### src/logic/pbc_pkg.sv
// shared constants for the per-port basic control register block
package pbc_pkg;
    // port count and physical address mapping on station management
    localparam int NUM_PORTS = 5;
    localparam int PORT_W = 3;
    localparam logic [4:0] PHYAD_FIRST = 5'h01;
    localparam logic [4:0] REGAD_CTRL = 5'h00;

    // station management frame
    localparam logic [5:0] PREAMBLE_LEN = 6'h20;
    localparam logic [1:0] OP_READ = 2'h2;
    localparam logic [1:0] OP_WRITE = 2'h1;
    localparam logic [3:0] HDR_LAST_BIT = 4'hb;
    localparam logic [3:0] TA_LAST_BIT = 4'h1;
    localparam logic [3:0] DATA_LAST_BIT = 4'hf;

    // byte-wide serial-port mapping: one 16-byte slot per port
    localparam logic [3:0] SPI_PORT_BASE = 4'h1;
    localparam logic [2:0] SPI_WORD_OFS = 3'h0;

    // control register field positions
    localparam int BIT_SOFT_RESET = 15;
    localparam int BIT_LOOPBACK = 14;
    localparam int BIT_SPEED_100 = 13;
    localparam int BIT_AUTONEG_EN = 12;
    localparam int BIT_POWER_DOWN = 11;
    localparam int BIT_ISOLATE = 10;
    localparam int BIT_AUTONEG_RESTART = 9;
    localparam int BIT_FULL_DUPLEX = 8;
    localparam int BIT_XOVER_ALGO = 5;
    localparam int BIT_FORCE_MDI = 4;
    localparam int BIT_XOVER_DISABLE = 3;
    localparam int BIT_FEF_DISABLE = 2;

    // reset value and bits held in flip-flops
    localparam logic [15:0] CTRL_RESET = 16'h3020;
    localparam logic [15:0] CTRL_STORE_MASK = 16'h7d3c;
    localparam logic [15:0] CTRL_ZERO_MASK = 16'h00c3;
endpackage : pbc_pkg

### src/logic/pbc_req_if.sv
// register request carrier between the management decoder and the register bank
`timescale 1ns/1ns
`default_nettype none
interface pbc_req_if;
    logic valid;
    logic write;
    logic [2:0] port;
    logic [15:0] wdata;
    logic [15:0] rdata;

    modport master (output valid, output write, output port, output wdata, input rdata);
    modport slave (input valid, input write, input port, input wdata, output rdata);
endinterface : pbc_req_if
`default_nettype wire

### src/logic/pbc_mdio_slave.sv
// station management frame decoder for the control register
`timescale 1ns/1ns
`default_nettype none
module pbc_mdio_slave (
    // clock and reset
    input wire logic i_clk_sys,
    input wire logic i_reset_n,
    input wire logic i_clk_en,
    // management pins
    input wire logic i_mdc,
    input wire logic i_mdio,
    output logic o_mdio,
    output logic o_mdio_oe_n,
    // register requests
    pbc_req_if.master req
);
    typedef enum logic [2:0] {S_PRE, S_ST, S_HDR, S_TA, S_DATA} pbc_mdio_state_t;

    pbc_mdio_state_t state_r;
    logic mdc_q_r;
    logic mdc_rise;
    logic [5:0] ones_r;
    logic [3:0] bit_r;
    logic [11:0] hdr_r;
    logic [11:0] hdr_nxt;
    logic [15:0] data_r;
    logic rd_hit_r;
    logic wr_hit_r;
    logic addr_hit;
    logic hdr_done;

    assign mdc_rise = i_mdc && !mdc_q_r;
    assign hdr_nxt = {hdr_r[10:0], i_mdio};
    assign hdr_done = mdc_rise && state_r == S_HDR && bit_r == pbc_pkg::HDR_LAST_BIT;
    // port address selects the register set
    assign addr_hit = hdr_nxt[9:5] >= pbc_pkg::PHYAD_FIRST
        && hdr_nxt[9:5] < pbc_pkg::PHYAD_FIRST + 5'(pbc_pkg::NUM_PORTS)
        && hdr_nxt[4:0] == pbc_pkg::REGAD_CTRL;

    always_ff @(posedge i_clk_sys or negedge i_reset_n) begin
        if (!i_reset_n) begin
            mdc_q_r <= 1'b0;
        end else if (i_clk_en) begin
            mdc_q_r <= i_mdc;
        end
    end

    // frame sequencing
    always_ff @(posedge i_clk_sys or negedge i_reset_n) begin
        if (!i_reset_n) begin
            state_r <= S_PRE;
            ones_r <= 6'h00;
            bit_r <= 4'h0;
            hdr_r <= 12'h000;
            rd_hit_r <= 1'b0;
            wr_hit_r <= 1'b0;
        end else if (i_clk_en && mdc_rise) begin
            unique case (state_r)
                S_PRE: begin
                    if (i_mdio) begin
                        if (ones_r != pbc_pkg::PREAMBLE_LEN) begin
                            ones_r <= ones_r + 6'h01;
                        end
                    end else if (ones_r == pbc_pkg::PREAMBLE_LEN) begin
                        state_r <= S_ST;
                    end else begin
                        ones_r <= 6'h00;
                    end
                end
                S_ST: begin
                    ones_r <= 6'h00;
                    bit_r <= 4'h0;
                    state_r <= i_mdio ? S_HDR : S_PRE;
                end
                S_HDR: begin
                    hdr_r <= hdr_nxt;
                    bit_r <= bit_r + 4'h1;
                    if (bit_r == pbc_pkg::HDR_LAST_BIT) begin
                        state_r <= S_TA;
                        bit_r <= 4'h0;
                        rd_hit_r <= addr_hit && hdr_nxt[11:10] == pbc_pkg::OP_READ;
                        wr_hit_r <= addr_hit && hdr_nxt[11:10] == pbc_pkg::OP_WRITE;
                    end
                end
                S_TA: begin
                    bit_r <= bit_r + 4'h1;
                    if (bit_r == pbc_pkg::TA_LAST_BIT) begin
                        state_r <= S_DATA;
                        bit_r <= 4'h0;
                    end
                end
                S_DATA: begin
                    bit_r <= bit_r + 4'h1;
                    if (bit_r == pbc_pkg::DATA_LAST_BIT) begin
                        state_r <= S_PRE;
                        rd_hit_r <= 1'b0;
                        wr_hit_r <= 1'b0;
                    end
                end
            endcase
        end
    end

    // data shifter, loaded from the register on a read
    always_ff @(posedge i_clk_sys or negedge i_reset_n) begin
        if (!i_reset_n) begin
            data_r <= 16'h0000;
        end else if (i_clk_en) begin
            if (req.valid && !req.write) begin
                data_r <= req.rdata;
            end else if (mdc_rise && (state_r == S_DATA || (state_r == S_TA && bit_r != 4'h0))) begin
                data_r <= {data_r[14:0], i_mdio};
            end
        end
    end

    // register requests
    always_ff @(posedge i_clk_sys or negedge i_reset_n) begin
        if (!i_reset_n) begin
            req.valid <= 1'b0;
            req.write <= 1'b0;
            req.port <= 3'h0;
            req.wdata <= 16'h0000;
        end else if (i_clk_en) begin
            req.valid <= 1'b0;
            if (hdr_done) begin
                req.port <= 3'(hdr_nxt[9:5] - pbc_pkg::PHYAD_FIRST);
                req.valid <= addr_hit && hdr_nxt[11:10] == pbc_pkg::OP_READ;
                req.write <= 1'b0;
            end else if (mdc_rise && state_r == S_DATA && bit_r == pbc_pkg::DATA_LAST_BIT && wr_hit_r) begin
                req.valid <= 1'b1;
                req.write <= 1'b1;
                req.wdata <= {data_r[14:0], i_mdio};
            end
        end
    end

    // pin drive during read turnaround and data
    always_ff @(posedge i_clk_sys or negedge i_reset_n) begin
        if (!i_reset_n) begin
            o_mdio <= 1'b0;
            o_mdio_oe_n <= 1'b1;
        end else if (i_clk_en && mdc_rise && rd_hit_r) begin
            if (state_r == S_TA && bit_r == 4'h0) begin
                o_mdio_oe_n <= 1'b0;
                o_mdio <= 1'b0;
            end else if (state_r == S_DATA && bit_r == pbc_pkg::DATA_LAST_BIT) begin
                o_mdio_oe_n <= 1'b1;
                o_mdio <= 1'b0;
            end else begin
                o_mdio <= data_r[15];
            end
        end
    end
endmodule : pbc_mdio_slave
`default_nettype wire

### src/logic/pbc_phy_basic_control.sv
// per-port physical-layer basic control register bank, top level
//
// Behaviour
// - writing one to bit 15 resets the port physical layer; bit self-clears.
// - bit 14 enables MAC loopback at the port's MAC/PHY boundary, default zero.
// - port 1 loopback returns frames from another port out through that port.
// - bit 14 in the register set of port 3, 4 or 5 loops that port.
// - bit 13 forces 100 or 10 Mbit/s; bit 8 forces full or half duplex.
// - bit 12 enables auto-negotiation, default one.
// - writing one to bit 9 restarts auto-negotiation, default zero.
// - bit 11 powers the physical layer down, default zero.
// - bit 10 isolates the physical layer from its transmit pair.
// - bit 5 picks the alternate crossover algorithm when one, default one.
// - bit 3 disables auto crossover; bit 4 forces straight MDI.
// - bit 2 disables far-end-fault detection, default zero.
// - register reachable by station management and serial port, each own mapping.
`timescale 1ns/1ns
`default_nettype none
module pbc_phy_basic_control #(
    parameter int NUM_PORTS = pbc_pkg::NUM_PORTS
) (
    // clock, reset, enable
    input wire logic i_clk_sys,
    input wire logic i_reset_n,
    input wire logic i_clk_en,
    // station management pins
    input wire logic i_mdc,
    input wire logic i_mdio,
    output logic o_mdio,
    output logic o_mdio_oe_n,
    // serial-port byte access
    input wire logic i_spi_valid,
    input wire logic i_spi_write,
    input wire logic [7:0] i_spi_addr,
    input wire logic [7:0] i_spi_wdata,
    output logic o_spi_ready,
    output logic o_spi_rvalid,
    output logic [7:0] o_spi_rdata,
    // per-port controls to the physical layers and MACs
    output logic [NUM_PORTS-1:0] o_phy_soft_reset,
    output logic [NUM_PORTS-1:0] o_mac_loopback,
    output logic [NUM_PORTS-1:0] o_speed_100,
    output logic [NUM_PORTS-1:0] o_autoneg_enable,
    output logic [NUM_PORTS-1:0] o_autoneg_restart,
    output logic [NUM_PORTS-1:0] o_power_down,
    output logic [NUM_PORTS-1:0] o_phy_isolation,
    output logic [NUM_PORTS-1:0] o_full_duplex,
    output logic [NUM_PORTS-1:0] o_crossover_algorithm_select,
    output logic [NUM_PORTS-1:0] o_force_mdi,
    output logic [NUM_PORTS-1:0] o_crossover_disable,
    output logic [NUM_PORTS-1:0] o_far_end_fault_disable
);
    pbc_req_if mreq ();

    logic [15:0] ctrl_word [NUM_PORTS];
    logic [15:0] rd_word [NUM_PORTS];
    logic [NUM_PORTS-1:0] reserved_seen;
    logic spi_acc;
    logic spi_hit;
    logic [2:0] spi_port;
    logic [7:0] spi_byte;
    logic sel_valid;
    logic sel_write;
    logic [2:0] sel_port;
    logic [1:0] sel_be;
    logic [15:0] sel_wdata;
    logic spi_rvalid_r;
    logic [7:0] spi_rdata_r;

    pbc_mdio_slave u_mdio (
        .i_clk_sys(i_clk_sys),
        .i_reset_n(i_reset_n),
        .i_clk_en(i_clk_en),
        .i_mdc(i_mdc),
        .i_mdio(i_mdio),
        .o_mdio(o_mdio),
        .o_mdio_oe_n(o_mdio_oe_n),
        .req(mreq.master)
    );

    // serial-port mapping, one slot per port
    assign spi_hit = i_spi_addr[7:4] >= pbc_pkg::SPI_PORT_BASE
        && i_spi_addr[7:4] < pbc_pkg::SPI_PORT_BASE + 4'(NUM_PORTS)
        && i_spi_addr[3:1] == pbc_pkg::SPI_WORD_OFS;
    assign spi_port = 3'(i_spi_addr[7:4] - pbc_pkg::SPI_PORT_BASE);
    assign o_spi_ready = !mreq.valid;
    assign spi_acc = i_spi_valid && o_spi_ready;

    // management frames win a same-cycle collision
    assign sel_valid = mreq.valid || (spi_acc && spi_hit);
    assign sel_write = mreq.valid ? mreq.write : i_spi_write;
    assign sel_port = mreq.valid ? mreq.port : spi_port;
    assign sel_be = mreq.valid ? 2'h3 : (i_spi_addr[0] ? 2'h1 : 2'h2);
    assign sel_wdata = mreq.valid ? mreq.wdata : {i_spi_wdata, i_spi_wdata};
    assign mreq.rdata = rd_word[mreq.port];
    assign spi_byte = spi_hit ? (i_spi_addr[0] ? rd_word[spi_port][7:0] : rd_word[spi_port][15:8])
        : 8'h00;

    // serial-port read answer
    always_ff @(posedge i_clk_sys or negedge i_reset_n) begin
        if (!i_reset_n) begin
            spi_rvalid_r <= 1'b0;
            spi_rdata_r <= 8'h00;
        end else if (i_clk_en) begin
            spi_rvalid_r <= spi_acc && !i_spi_write;
            if (spi_acc && !i_spi_write) begin
                spi_rdata_r <= spi_byte;
            end
        end
    end

    assign o_spi_rvalid = spi_rvalid_r;
    assign o_spi_rdata = spi_rdata_r;

    for (genvar p = 0; p < NUM_PORTS; p++) begin : g_port
        pbc_port_ctrl u_ctrl (
            .i_clk_sys(i_clk_sys),
            .i_reset_n(i_reset_n),
            .i_clk_en(i_clk_en),
            .i_wr(sel_valid && sel_write && sel_port == 3'(p)),
            .i_be(sel_be),
            .i_wdata(sel_wdata),
            .o_ctrl(ctrl_word[p]),
            .o_rdata(rd_word[p]),
            .o_soft_reset(o_phy_soft_reset[p]),
            .o_autoneg_restart(o_autoneg_restart[p])
        );
        // loopback enable to the port datapath
        assign o_mac_loopback[p] = ctrl_word[p][pbc_pkg::BIT_LOOPBACK];
        assign o_speed_100[p] = ctrl_word[p][pbc_pkg::BIT_SPEED_100];
        assign o_full_duplex[p] = ctrl_word[p][pbc_pkg::BIT_FULL_DUPLEX];
        assign o_autoneg_enable[p] = ctrl_word[p][pbc_pkg::BIT_AUTONEG_EN];
        assign o_power_down[p] = ctrl_word[p][pbc_pkg::BIT_POWER_DOWN];
        assign o_phy_isolation[p] = ctrl_word[p][pbc_pkg::BIT_ISOLATE];
        assign o_crossover_algorithm_select[p] = ctrl_word[p][pbc_pkg::BIT_XOVER_ALGO];
        assign o_force_mdi[p] = ctrl_word[p][pbc_pkg::BIT_FORCE_MDI];
        assign o_crossover_disable[p] = ctrl_word[p][pbc_pkg::BIT_XOVER_DISABLE];
        assign o_far_end_fault_disable[p] = ctrl_word[p][pbc_pkg::BIT_FEF_DISABLE];
        assign reserved_seen[p] = |(rd_word[p] & pbc_pkg::CTRL_ZERO_MASK);
    end

    // checks
    logic wr_hi;
    logic wr_lo;
    assign wr_hi = sel_valid && sel_write && sel_be[1] && i_clk_en;
    assign wr_lo = sel_valid && sel_write && sel_be[0] && i_clk_en;
endmodule : pbc_phy_basic_control
`default_nettype wire

### src/logic/pbc_port_ctrl.sv
// one port's basic control register with self-clearing command bits
`timescale 1ns/1ns
`default_nettype none
module pbc_port_ctrl (
    // clock and reset
    input wire logic i_clk_sys,
    input wire logic i_reset_n,
    input wire logic i_clk_en,
    // write access
    input wire logic i_wr,
    input wire logic [1:0] i_be,
    input wire logic [15:0] i_wdata,
    // register state
    output logic [15:0] o_ctrl,
    output logic [15:0] o_rdata,
    output logic o_soft_reset,
    output logic o_autoneg_restart
);
    logic [15:0] ctrl_r;
    logic srst_r;
    logic restart_r;
    logic [15:0] wmask;
    logic srst_hit;

    assign wmask = pbc_pkg::CTRL_STORE_MASK & {{8{i_be[1]}}, {8{i_be[0]}}};
    assign srst_hit = i_wr && i_be[1] && i_wdata[pbc_pkg::BIT_SOFT_RESET];

    always_ff @(posedge i_clk_sys or negedge i_reset_n) begin
        if (!i_reset_n) begin
            ctrl_r <= pbc_pkg::CTRL_RESET & pbc_pkg::CTRL_STORE_MASK;
        end else if (i_clk_en && srst_hit) begin
            ctrl_r <= pbc_pkg::CTRL_RESET & pbc_pkg::CTRL_STORE_MASK;
        end else if (i_clk_en && i_wr) begin
            ctrl_r <= (ctrl_r & ~wmask) | (i_wdata & wmask);
        end
    end

    always_ff @(posedge i_clk_sys or negedge i_reset_n) begin
        if (!i_reset_n) begin
            srst_r <= 1'b0;
        end else if (i_clk_en) begin
            srst_r <= srst_hit;
        end
    end

    always_ff @(posedge i_clk_sys or negedge i_reset_n) begin
        if (!i_reset_n) begin
            restart_r <= 1'b0;
        end else if (i_clk_en) begin
            restart_r <= i_wr && i_be[1] && !srst_hit && i_wdata[pbc_pkg::BIT_AUTONEG_RESTART];
        end
    end

    assign o_ctrl = ctrl_r;
    assign o_soft_reset = srst_r;
    assign o_autoneg_restart = restart_r;
    assign o_rdata = ctrl_r | {srst_r, 5'h00, restart_r, 9'h000};
endmodule : pbc_port_ctrl
`default_nettype wire

### config.mk
export PLATFORM = sky130hd
export DESIGN_NAME = pbc_phy_basic_control
export DESIGN_NICKNAME = d
export VERILOG_FILES = /design/src/logic/pbc_pkg.sv /design/src/logic/pbc_req_if.sv /design/src/logic/pbc_mdio_slave.sv /design/src/logic/pbc_phy_basic_control.sv /design/src/logic/pbc_port_ctrl.sv
export SDC_FILE = /design/constraint.sdc
export NUM_CORES = 1
export LEC_CHECK = 0
export BUFFER_PORTS_ARGS = -buffer_cell sky130_fd_sc_hd__buf_2
export CAP_MARGIN = 20
export CORE_MARGIN = 2
export CORE_UTILIZATION = 56
export CTS_BUF_LIST = sky130_fd_sc_hd__clkbuf_4
export CTS_CLUSTER_DIAMETER = 80
export DETAILED_ROUTE_END_ITERATION = 10
export PLACE_DENSITY = 0.8
export SLEW_MARGIN = 15
export SYNTH_ARGS = -nofsm -noshare
export SYNTH_HDL_FRONTEND = slang
export SYNTH_HIERARCHICAL = 1
export SYNTH_SLANG_ARGS = --single-unit
### constraint.sdc
create_clock -name i_clk_sys -period 1.9 [get_ports i_clk_sys]
set_input_delay 0.19 -clock i_clk_sys [delete_from_list [all_inputs] [get_ports i_clk_sys]]
set_output_delay 0.19 -clock i_clk_sys [all_outputs]
set_load 0.05 [all_outputs]
Yosys cells after proc, flatten, opt, wreduce, memory -nomap -nowiden

Index checks and enable logic that the tools add are counted.

Input bits: 23
Bits in latches: 0
Register bits: 165
Output and inout bits: 72
Memory bits (writable): 0
Memories kept: 0
ROM bits: 0

Shift-type cells: 0
Multiply operators: 0
Div/mod/pow operators: 0
Equality and inequality tests: 22
Bitwise logic cells: 20
Add/subtract/negate cells: 4
Mux-type cells: 52
$lt $le $gt $ge: 6
Reductions and logical operators: 97

Operators by type and width:

| cell               | count |
|---|---|
| $mux 16            | 17 |
| $or 16x16->16      | 10 |
| $bmux 16 s3        | 2 |
| $and 16x16->16     | 5 |
| $logic_and 1x1->1  | 58 |
| $reduce_bool 2->1  | 10 |
| $mux 3             | 6 |
| $mux 6             | 3 |
| $and 16x15->16     | 1 |
| $mux 8             | 2 |
| $not 15->16        | 1 |
| $pmux 4 s4         | 1 |
| $pmux 3 s5         | 1 |
| $reduce_and 2->1   | 7 |
| $eq 3x2->1 const B | 4 |
| $mux 1             | 12 |
| $pmux 6 s2         | 1 |
| $logic_not 1->1    | 9 |
| $logic_not 3->1    | 3 |
| $eq 4x4->1 const B | 2 |
| $ge 4x4->1 const B | 2 |
| $mux 4             | 2 |
| $not 3->4          | 2 |
| $reduce_and 4->1   | 2 |
| other kinds (27)   | 38 |

Depth between registers and ports, before layout

Gate-level depths: netlist (run 1).

Word-level depth: 12
Depth in mapped cells: 13
Depth with buffers taken out: 9

By module

Netlist (run 1), hierarchy kept.

Modules (own cells, without submodules):

| module                | sequential area each (um^2) | cells an instance | area each (um^2) | times used |
|---|---|---|---|---|
| pbc_port_ctrl         | 304.0                       | 74                | 671.9            | 5 |
| pbc_mdio_slave        | 1,652.8                     | 289               | 3,353.2          | 1 |
| pbc_phy_basic_control | 225.2                       | 255               | 2,055.7          | 1 |

Least setup slack after synthesis (run 1)

Ideal clock, no wire load.

Kind: in2reg
Start: input i_spi_addr[4]
End: register g_port[1].u_ctrl.ctrl_r[2]
Path slack: -833 ps
Arrival: 2,612 ps
Data required time: 1,779 ps
Stages: 12
Cells stage by stage: buf_2 -> buf_2 -> inv_1 -> ha_1 -> clkbuf_1 -> clkbuf_1 -> and3_1 -> a31oi_1 -> nor2_1 -> and2_1 -> o21ai_1 -> a22o_1

Word-level cells in the longest chain between the ends: 11
Elaborated cells between the ends (all ways): 17

Ends and longest elaborated chain:

| item                                         | line                                                     | RTL |
|---|---|---|
| start, declared                              | pbc_phy_basic_control.sv:34                              | `input wire logic [7:0] i_spi_addr,` |
| $ge 4x1->1 or $lt 4x3->1 (tied branches)     | pbc_phy_basic_control.sv:82, pbc_phy_basic_control.sv:83 |  |
| $logic_and 1x1->1                            | pbc_phy_basic_control.sv:83                              | `&& i_spi_addr[7:4] < pbc_pkg::SPI_PORT_BASE + 4'(NUM_PORTS)` |
| $logic_and 1x1->1                            | pbc_phy_basic_control.sv:84                              | `&& i_spi_addr[3:1] == pbc_pkg::SPI_WORD_OFS;` |
| $logic_and 1x1->1                            | pbc_phy_basic_control.sv:90                              | `assign sel_valid = mreq.valid \|\| (spi_acc && spi_hit);` |
| $logic_or 1x1->1                             | pbc_phy_basic_control.sv:90                              |  |
| $logic_and 1x1->1                            | --                                                       |  |
| $logic_and 1x1->1 *                          | pbc_phy_basic_control.sv:120                             | `.i_wr(sel_valid && sel_write && sel_port == 3'(p)),` |
| $logic_and 1x1->1 (2 in a row)               | pbc_port_ctrl.sv:26                                      | `assign srst_hit = i_wr && i_be[1] && i_wdata[pbc_pkg::BIT_SOFT_RESET];` |
| $logic_and 1x1->1                            | pbc_port_ctrl.sv:31                                      | `end else if (i_clk_en && srst_hit) begin` |
| $mux 16 or $reduce_bool 2->1 (tied branches) | --                                                       |  |
| end signal, assigned                         | pbc_port_ctrl.sv:30                                      | `ctrl_r <= pbc_pkg::CTRL_RESET & pbc_pkg::CTRL_STORE_MASK;` |
| end signal, assigned                         | pbc_port_ctrl.sv:32                                      | `ctrl_r <= pbc_pkg::CTRL_RESET & pbc_pkg::CTRL_STORE_MASK;` |
| end signal, assigned                         | pbc_port_ctrl.sv:34                                      | `ctrl_r <= (ctrl_r & ~wmask) \| (i_wdata & wmask);` |
| end, declared                                | pbc_port_ctrl.sv:19                                      | `logic [15:0] ctrl_r;` |

Every way passes the cells marked *; elsewhere a longest branch is shown, timed or not.
A chain may end at the register's enable or synchronous reset.

Worst setup path in the final report (run 1)

Start: register u_mdio.req.valid
End: register g_port[2].u_ctrl.ctrl_r[4]

Word-level cells in the longest chain between the ends: 10
Elaborated cells between the ends (all ways): 22

Ends and longest elaborated chain:

| item                                         | line                         | RTL |
|---|---|---|
| start, declared                              | pbc_req_if.sv:11             | `modport master (output valid, output write, output port, output wdata, input rdata);` |
| start signal, assigned                       | pbc_mdio_slave.sv:128        | `req.valid <= addr_hit && hdr_nxt[11:10] == pbc_pkg::OP_READ;` |
| $logic_not 1->1                              | pbc_phy_basic_control.sv:86  | `assign o_spi_ready = !mreq.valid;` |
| $logic_and 1x1->1                            | pbc_phy_basic_control.sv:87  | `assign spi_acc = i_spi_valid && o_spi_ready;` |
| $logic_and 1x1->1                            | pbc_phy_basic_control.sv:90  |  |
| $logic_or 1x1->1                             | pbc_phy_basic_control.sv:90  |  |
| $logic_and 1x1->1                            | --                           |  |
| $logic_and 1x1->1                            | pbc_phy_basic_control.sv:120 |  |
| $logic_and 1x1->1 (2 in a row)               | pbc_port_ctrl.sv:26          |  |
| $logic_and 1x1->1                            | pbc_port_ctrl.sv:31          |  |
| $mux 16 or $reduce_bool 2->1 (tied branches) | --                           |  |
| end signal, assigned                         | pbc_port_ctrl.sv:30          |  |
| end signal, assigned                         | pbc_port_ctrl.sv:32          |  |
| end signal, assigned                         | pbc_port_ctrl.sv:34          |  |
| end, declared                                | pbc_port_ctrl.sv:19          |  |

Parallel ways exist; a longest one is shown, timed or not. The select of a mux whose other input is x is not followed.

==> results of run 1 <==
==> per-layer routing <==
metal  GRT usage, %  wire length [µm]
met2           43.0             11500
met1           39.4              9700
met3           6.12              2310
met4           9.83               803
met5              0                 0
==> layout make-up <==
cell class / instances / area share, %
clock buffer: 17 / 1.27
sequential: 131 / 33.0
timing repair buffer: 177 / 12.7
inverter: 66 / 2.56
antenna: 1 / 0.0250
multi-input combinational: 566 / 46.5
tap: 184 / 2.30
clock inverter: 15 / 1.67
==> how the worst max path moves through the flow <==
stage,startpoint,slack (ns),end,cells past startpoint
6_report,u_mdio/req.valid,-0.14,g_port[2].u_ctrl/o_ctrl[4],9
3_5_place_dp,i_spi_addr[7],-0.38,g_port[1].u_ctrl/o_ctrl[11],9
4_1_cts,u_mdio/req.valid,-0.1,g_port[0].u_ctrl/o_ctrl[3],8
2_1_floorplan,i_spi_addr[4],-0.05,g_port[2].u_ctrl/o_ctrl[2],11
3_3_place_gp,i_spi_addr[7],-0.31,g_port[3].u_ctrl/o_ctrl[3],8
5_1_grt,u_mdio/req.valid,-0.18,g_port[4].u_ctrl/o_ctrl[2],8
==> timing repair <==
item | 4_1_cts | 5_1_grt
endpoints found under the setup margin | 74 | 92
gates resized for setup | 38 | 128
hold buffers | 4 | 0
setup buffers | 2 | 6
gates cloned | 1 | 4
endpoints found under the hold margin | 125 | 0
pin swaps | 12 | 49
==> power groups by stage <==
stage | Sequential, mW | Clock (mW) | Combinational (mW)
floorplan | 3.42 | 0 | 1.33
global placement | 3.45 | 0 | 1.81
detailed placement | 3.46 | 0 | 1.85
CTS | 3.41 | 2.04 | 1.88
global route | 3.53 | 2.16 | 2.43
finish | 3.48 | 2.02 | 2.25
==> stage by stage <==
| step | setup TNS, ns | total power [mW] | setup slack, ns | instance area, µm² |
|---|---|---|---|---|
| floorplan | -0.723 | 4.75 | -0.0516 | 8620 |
| global placement | -14.94 | 5.26 | -0.311 | 8930 |
| detailed placement | -19.14 | 5.31 | -0.381 | 8930 |
| CTS | -2.49 | 7.34 | -0.0984 | 9390 |
| global route | -7.65 | 8.12 | -0.184 | 10000 |
| finish | -3.36 | 7.76 | -0.136 | 10000 |
==> state kept, by name (all words and copies together), names as in the netlist <==
| register | flops |
|---|---|
| g_port.u_ctrl/o_ctrl | 50 |
| u_mdio/data_r | 16 |
| u_mdio/req.wdata | 12 |
| u_mdio/hdr_r | 11 |
| o_spi_rdata | 8 |
| u_mdio/ones_r | 6 |
| g_port.u_ctrl/o_autoneg_restart | 5 |
| g_port.u_ctrl/o_soft_reset | 5 |
| u_mdio/bit_r | 4 |
| u_mdio/req.port | 3 |
| u_mdio/state_r | 3 |
| o_spi_rvalid | 1 |
| u_mdio/mdc_q_r | 1 |
| u_mdio/o_mdio | 1 |
| u_mdio/o_mdio_oe_n | 1 |
| u_mdio/rd_hit_r | 1 |
| u_mdio/req.valid | 1 |
| u_mdio/req.write | 1 |
| u_mdio/wr_hit_r | 1 |
==> critical path: cells and delay by family, from the launching register on <==
family,cells,cell delay (ns)
compound gates,3,0.44
flops,1,0.41
buf+inv,3,0.40
simple gates,3,0.71
==> impl_metrics.ini, run 1 <==
[finish]
multi_input_area_um2 = 4650
final_core_util_pct = 68.6
syn_to_final_growth_pct = 19.6
final_cell_count_no_fill = 1157
drive_above_1_share_pct = 44.2
final_cell_mix = 129 x nand2_1, 107 x dfrtp_1, 92 x buf_2, 62 x inv_1, 59 x buf_4
final_common_cell = nand2_1
seqCellArea_um2 = 3310
fill_cells = 1022
finalNetCount = 991

[pwr]
p_leak_nw = 4.55
clockPowerShare_pct = 26.1
pwr-share-comb_pct = 29.0
swShare_pct = 34.6
power_density_nw_per_um2 = 775
p_sw_mw = 2.68
ir_drop_mv = 0.446
seqPwrFrac_pct = 44.9
p_int_mw = 5.07

[route]
dr.first_iter.drc_count = 711
wl_per_cell_um = 21.0
viasPerCell = 6.26
drc = 0
vias = 7243
routed_wirelength_mm = 24.3
dr.pass1.iters = 5
ant_nets = 0

[die]
die_w_um = 126
chipHeight_um = 126
start_util_pct = 57.4
core-area_um2 = 14600
io-pin-count = 95
placementRows = 44
die_area_um2 = 15900

[setup_path]
cp-start-kind = flop
critPathMaxStageDelay_ns = 0.41
rr_worst_depth = 9
crit_top_cell = buf_4
crit_fanout = 6
slowest_stage = dfrtp_2
path_class = reg -> reg
required_ns = 2.42
path_cells = buf_4 > clkinvlp_4 > or3_1 > o31a_1 > nor2_4 > and2_4 > buf_4 > a31oi_1 > o22ai_1
crit-reg2reg-launch = u_mdio/req.valid
worstPathArrival_ns = 2.55
critPathCaptureType = flop
rr_endpoint = g_port[2].u_ctrl/o_ctrl[4]
r2r_slack_ns = -0.14

[synthesis]
yosysWarnings = 6
netlist_area_um2 = 8370
synthesis.area_per_instance_um2 = 9.65
netlist_instances = 867

[hold_path]
hold_class = in -> async

[timing]
final.min_clock_period_ns = 2.04
post-route-period-util_pct = 107
hold_viol_final = 0
finalSetupViolCount = 65
fin_skew_ns = 0.0215
slew_viol_final = 0
slew_headroom_pct = 62.4
holdWs_ns = 0.0393
rsz0062_at_grt = true
setup_ws_ns = -0.136
worstMarginPinSlew_ns = 0.564
clock.fmax_mhz = 491

[place]
gp_congestion = 0.914
portBuffers = 94
hpwl_mm = 16.0
dp.cells = 1107

[clock_network]
ctsHtreeMaxLevel = 4
cts-root-buf = clkbuf_4
cts_tree = built
clock_latency_ns = 0.59
cts.reportedPaths.clkPinSlew_ns = 0.14
clock-sinks = 131
max-clock-path-buffers = 2
cts_buffers = 17

[global_routing]
antenna_found_initial = 1
grt_overflow_total = 0
grt_max_degree = 38
grt_pass1_wl_mm = 34.6
grt_pass1_vias = 6673
grtUsageTotal_pct = 27.9

[run_status]
violations = setup timing
status = complete, but fails checks

[run]
max_cap_viol_count = 0
(Power assumes the default switching activity.)
==> run 2: changes to the inputs <==
--- a/config.mk
+++ b/config.mk
@@ -12,7 +12,7 @@
 export CTS_BUF_LIST = sky130_fd_sc_hd__clkbuf_4
 export CTS_CLUSTER_DIAMETER = 80
 export DETAILED_ROUTE_END_ITERATION = 10
-export PLACE_DENSITY = 0.8
+export PLACE_DENSITY_LB_ADDON = 0.25
 export SLEW_MARGIN = 15
 export SYNTH_ARGS = -nofsm -noshare
 export SYNTH_HDL_FRONTEND = slang
==> run 2 against run 1 <==
Net effect:
- the flow still finishes with violations (setup timing)
- utilization decreased by 1.5 points
- register-to-register slack improved by 0.02 ns
- die area unchanged
- non-clock buffer count increased by 3
- cell count increased by 0.35%
- clock-buffer cell count unchanged
- routed wire length decreased by 5.4%
- power decreased by 5.1%
- cell area decreased by 2.2%
==> impl_metrics.ini, run 2 (synthesis results as in run 1) <==
[run_status]
status = complete, but fails checks
violations = setup timing

[route]
dr.first_iter.drc_count = 665
drc = 0
routed_wirelength_mm = 23.0
ant_nets = 0
wl_per_cell_um = 19.8
vias = 7002
dr.pass1.iters = 5
viasPerCell = 6.03

[pwr]
p_sw_mw = 2.59
clockPowerShare_pct = 22.6
ir_drop_mv = 0.444
seqPwrFrac_pct = 47.8
pwr-share-comb_pct = 29.6
power_density_nw_per_um2 = 752
p_leak_nw = 4.49
p_int_mw = 4.77
swShare_pct = 35.2

[timing]
post-route-period-util_pct = 106
holdWs_ns = 0.118
hold_viol_final = 0
slew_headroom_pct = 64.6
clock.fmax_mhz = 495
setup_ws_ns = -0.119
fin_skew_ns = 0.0174
finalSetupViolCount = 58
tns_ns = -2.92
final.min_clock_period_ns = 2.02
rsz0062_at_grt = true
worstMarginPinSlew_ns = 0.531
slew_viol_final = 0

[finish]
drive_above_1_share_pct = 41.8
final_common_cell = nand2_1
finalNetCount = 995
largest_register_ffs = 50
seqCellArea_um2 = 3310
final_cell_mix = 140 x nand2_1, 107 x dfrtp_1, 92 x buf_2, 63 x buf_4, 61 x inv_1
syn_to_final_growth_pct = 17.0
fill_cells = 1118
final_cell_count_no_fill = 1161
multi_input_area_um2 = 4500
design_area_um2 = 9790

[global_routing]
grt_overflow_total = 0
antenna_found_initial = 1
grt_pass1_wl_mm = 35.9
grt_max_degree = 40
grt_pass1_vias = 6727
grtUsageTotal_pct = 29.1

[die]
core-area_um2 = 14600
chipHeight_um = 126
placementRows = 44
die_w_um = 126
io-pin-count = 95
start_util_pct = 57.4
die_area_um2 = 15900

[setup_path]
critPathCaptureType = flop
rr_worst_depth = 7
cp-start-kind = flop
endpoint = g_port[3].u_ctrl/o_soft_reset
slowest_stage = a2111oi_4
critPathMaxStageDelay_ns = 0.48
crit_family = compound AO/OA/AOI/OAI gates
path_cells = nand3b_1 > a2111oi_4 > o21ai_4 > nor2_2 > nand3_2 > buf_6 > o22ai_1
worstPathArrival_ns = 2.47
cp.depth = 7
r2r_slack_ns = -0.12
crit-reg2reg-launch = u_mdio/req.valid
rr_endpoint = g_port[3].u_ctrl/o_soft_reset
crit_fanout = 7
required_ns = 2.35
worstPathBufferInverterCount = 1
path_class = reg -> reg
startpoint = u_mdio/req.valid

[clock_network]
ctsHtreeMaxLevel = 4
cts.reportedPaths.clkPinSlew_ns = 0.12
cts_buffers = 17
clock-sinks = 131
cts_tree = built
clock_latency_ns = 0.56
cts-root-buf = clkbuf_4
max-clock-path-buffers = 2

[place]
dp.cells = 1107
hpwl_mm = 16.3
postPlaceCellArea_um2 = 8920
gp_congestion = 0.891
portBuffers = 94
post-place-ws_ns = -0.390

[run]
max_cap_viol_count = 0

[hold_path]
hold_class = in -> reg
[run 2: final cells by class]
| cell class | instances | area share (%) |
|---|---|---|
| multi-input cells | 567 | 45.9 |
| flip-flops and latches | 131 | 33.8 |
| repair buffers | 180 | 12.9 |
| inverters | 66 | 2.58 |
| well taps | 184 | 2.35 |
| clock buffers | 17 | 1.30 |
| clock inverters | 15 | 1.15 |
| diodes | 1 | 0.0256 |
[run 2: worst reg2reg max path, cell delays in order, from the launching register on]
cell and delay [ns]:
dfrtp_1 0.43, nand3b_1 0.21, a2111oi_4 0.48, o21ai_4 0.15, nor2_2 0.17, nand3_2 0.13
buf_6 0.17, o22ai_1 0.18
[run 2: how the worst min path moves through the flow]
stage / startpoint / to / slack [ns] / cells after the start
floorplan: i_reset_n / g_port[0].u_ctrl/o_autoneg_restart / -0.11 / 0
global placement: i_reset_n / g_port[3].u_ctrl/o_autoneg_restart / 0.21 / 1
detailed placement: i_reset_n / g_port[0].u_ctrl/o_ctrl[10] / 0.21 / 1
CTS: i_clk_en / u_mdio/state_r[1] / 0.08 / 3
global route: i_spi_wdata[6] / g_port[1].u_ctrl/o_ctrl[14] / 0.09 / 5
finish: i_clk_en / u_mdio/state_r[1] / 0.12 / 3
[run 2: metal layers]
| layer | wire (µm) | track usage, % | vias to the layer above | share of wire [%] |
|---|---|---|---|---|
| met4 | 498 | 10.3 | 0 | 2.2 |
| met1 | 9780 | 40.8 | 3461 | 42 |
| li1 | - | - | 3156 | - |
| met5 | 0 | 0 | - | 0 |
| met3 | 2320 | 9.13 | 44 | 10 |
| met2 | 10400 | 43.1 | 341 | 45 |
[run 2: what timing repair did]
item	CTS	global route
setup buffers	5	8
gates cloned	3	2
setup endpoints to repair	73	96
pin swaps	16	31
gates resized for setup	58	72
hold buffers	4	0
hold endpoints to repair	56	0
[run 2: metrics by stage]
stage	power, mW	utilization (%)
global placement	5.28	61.1
global route	7.77	67.1
finish	7.36	67.1
floorplan	4.75	-
CTS	7.07	64.5
detailed placement	5.32	61.1
[run 2: power groups by stage]
stage          Combinational [mW]  Clock (mW)  Sequential [mW]
3_5_place_dp                 1.84           0             3.49
2_1_floorplan                1.33           0             3.42
5_1_grt                      2.36        1.84             3.56
4_1_cts                      1.92        1.71             3.44
3_3_place_gp                 1.80           0             3.47
6_report                     2.17        1.67             3.52
==> run 3: changes to the inputs <==
--- a/config.mk
+++ b/config.mk
@@ -13,6 +13,7 @@
 export CTS_CLUSTER_DIAMETER = 80
 export DETAILED_ROUTE_END_ITERATION = 10
 export PLACE_DENSITY_LB_ADDON = 0.25
+export SETUP_SLACK_MARGIN = 0.3
 export SLEW_MARGIN = 15
 export SYNTH_ARGS = -nofsm -noshare
 export SYNTH_HDL_FRONTEND = slang
==> run 3 against run 2 <==
Net effect:
- the flow still finishes with violations (setup timing)
- cell count grew 2.2%
- cell area grew 9.0%
- register-to-register slack gained 0.04 ns
- die area is the same
- sequential power is essentially flat
- hold slack lost 0.069 ns
- routed wire length grew 7.6%
- largest cell class unchanged
==> impl_metrics.ini, run 3 (synthesis results as in run 1) <==
[run_status]
status = complete, but fails checks
violations = setup timing

[finish]
final_cell_mix = 139 x nand2_1, 99 x dfrtp_1, 80 x buf_4, 73 x buf_2, 57 x inv_1
syn_to_final_growth_pct = 27.5
final_cell_count_no_fill = 1186
design_area_um2 = 10700
largest_register_ffs = 50
drive_above_1_share_pct = 47.4
finalNetCount = 1018
final_common_cell = nand2_1

[die]
core-area_um2 = 14600
io-pin-count = 95
placementRows = 44
start_util_pct = 57.4
chipHeight_um = 126
die_area_um2 = 15900
die_w_um = 126

[timing]
fin_skew_ns = 0.0245
worstMarginPinSlew_ns = 0.757
slew_headroom_pct = 49.2
tns_ns = -1.84
hold_viol_final = 0
final.min_clock_period_ns = 1.98
slew_viol_final = 0
setup_ws_ns = -0.0828
clock.fmax_mhz = 504
rsz0062_at_grt = true
holdWs_ns = 0.0489
post-route-period-util_pct = 104
finalSetupViolCount = 45

[place]
post-place-ws_ns = -0.359
postPlaceCellArea_um2 = 9100
portBuffers = 94
hpwl_mm = 16.2
gp_congestion = 0.894
dp.cells = 1100

[clock_network]
cts_tree = built
cts.reportedPaths.clkPinSlew_ns = 0.13
cts-root-buf = clkbuf_4
cts_buffers = 17
max-clock-path-buffers = 2
ctsHtreeMaxLevel = 4
clock_latency_ns = 0.57
clock-sinks = 131

[global_routing]
antenna_found_initial = 3
grt_overflow_total = 0
grtUsageTotal_pct = 30.7
grt_max_degree = 48
grt_pass1_vias = 6751
grt_pass1_wl_mm = 37.9

[pwr]
swShare_pct = 33.6
p_int_mw = 5.74
pwr-share-comb_pct = 34.3
p_sw_mw = 2.90
seqPwrFrac_pct = 40.8
power_density_nw_per_um2 = 810
clockPowerShare_pct = 24.9
p_leak_nw = 4.85
ir_drop_mv = 0.528

[route]
vias = 7204
wl_per_cell_um = 20.9
drc = 0
ant_nets = 0
dr.pass1.iters = 7
viasPerCell = 6.07
dr.first_iter.drc_count = 558
routed_wirelength_mm = 24.8

[setup_path]
r2r_slack_ns = -0.08
slowest_stage = dfrtp_1
required_ns = 2.36
path_class = reg -> reg
path_cells = nand3b_1 > a2111oi_4 > buf_4 > o21ai_4 > nor2_2 > nand3_2 > buf_6 > nand2_1 > o21ai_1
worstPathBufferInverterCount = 2
crit_family = simple AND/OR/NAND/NOR gates
cp-start-kind = flop
worstPathArrival_ns = 2.44
crit_fanout = 7
critPathCaptureType = flop
critPathMaxStageDelay_ns = 0.44

[hold_path]
hold_class = in -> reg

[run]
max_cap_viol_count = 0
## run 3: cell types whose count changed in the layout (fill, tap and decap cells not counted), moves of 10 or more
| cell | before | now |
|---|---|---|
| or2_2 | 17 | 7 |
| mux2_4 | 3 | 22 |
| buf_2 | 92 | 73 |
| buf_6 | 14 | 31 |
| mux2_2 | 20 | 1 |
| buf_4 | 63 | 80 |
| or2_4 | 0 | 10 |
## run 3: final timing paths
path                                              from                           to  cells past startpoint
max                                   u_mdio/req.valid  g_port[3].u_ctrl/o_ctrl[14]                      9
min                                           i_clk_en            u_mdio/state_r[1]                      3
max reg2reg                           u_mdio/req.valid  g_port[3].u_ctrl/o_ctrl[14]                      9
min reg2reg                g_port[1].u_ctrl/o_ctrl[12]  g_port[1].u_ctrl/o_ctrl[12]                      2
max in group asynchronous                    i_reset_n           u_mdio/o_mdio_oe_n                      3
min in group asynchronous                    i_reset_n  g_port[3].u_ctrl/o_ctrl[10]                      2
## run 3: timing repair
| item | CTS | global route |
|---|---|---|
| endpoints found under the hold margin | 121 | 0 |
| gates resized for setup | 151 | 76 |
| setup buffers | 23 | 16 |
| endpoints found under the setup margin | 137 | 130 |
| pin swaps | 40 | 30 |
| hold buffers | 3 | 0 |
| cloned | 8 | 1 |
## run 3: cell type report
type | instances | area (µm²)
multi-input combinational | 567 | 4890
fill | 978 | 3920
sequential | 131 | 3320
timing repair buffer | 203 | 1660
inverter | 66 | 255
tap | 184 | 230
clock inverter | 13 | 166
clock buffer | 19 | 143
antenna | 3 | 7.51
## run 3: power by group through the flow
stage / registers, mW / logic, mW / clock network [mW]
detailed placement: 3.52 / 2.04 / 0
global placement: 3.52 / 2.00 / 0
finish: 3.52 / 2.97 / 2.15
global route: 3.56 / 3.14 / 2.30
floorplan: 3.46 / 1.60 / 0
CTS: 3.51 / 2.44 / 2.16
## run 3: routing by layer
metal	GRT usage, %	share of wire [%]	up-vias	wire [µm]
li1	-	-	3206	-
met1	43.9	42	3542	10500
met2	45.1	46	383	11300
met3	7.86	8.9	73	2210
met4	12.3	3.3	0	821
met5	0	0	-	0
## run 3: through the flow
step,power [mW],util [%]
detailed placement,5.56,62.4
CTS,8.11,70.1
finish,8.64,73.1
global placement,5.52,62.4
global route,9.00,73.1
floorplan,5.07,-
## run 3: worst min-delay path: cells and delay by family
kind	cells	cell delay [ns]
buffers and inverters	1	0.19
AND/OR/NAND/NOR	1	0.14
AO/OA/AOI/OAI	1	0.06
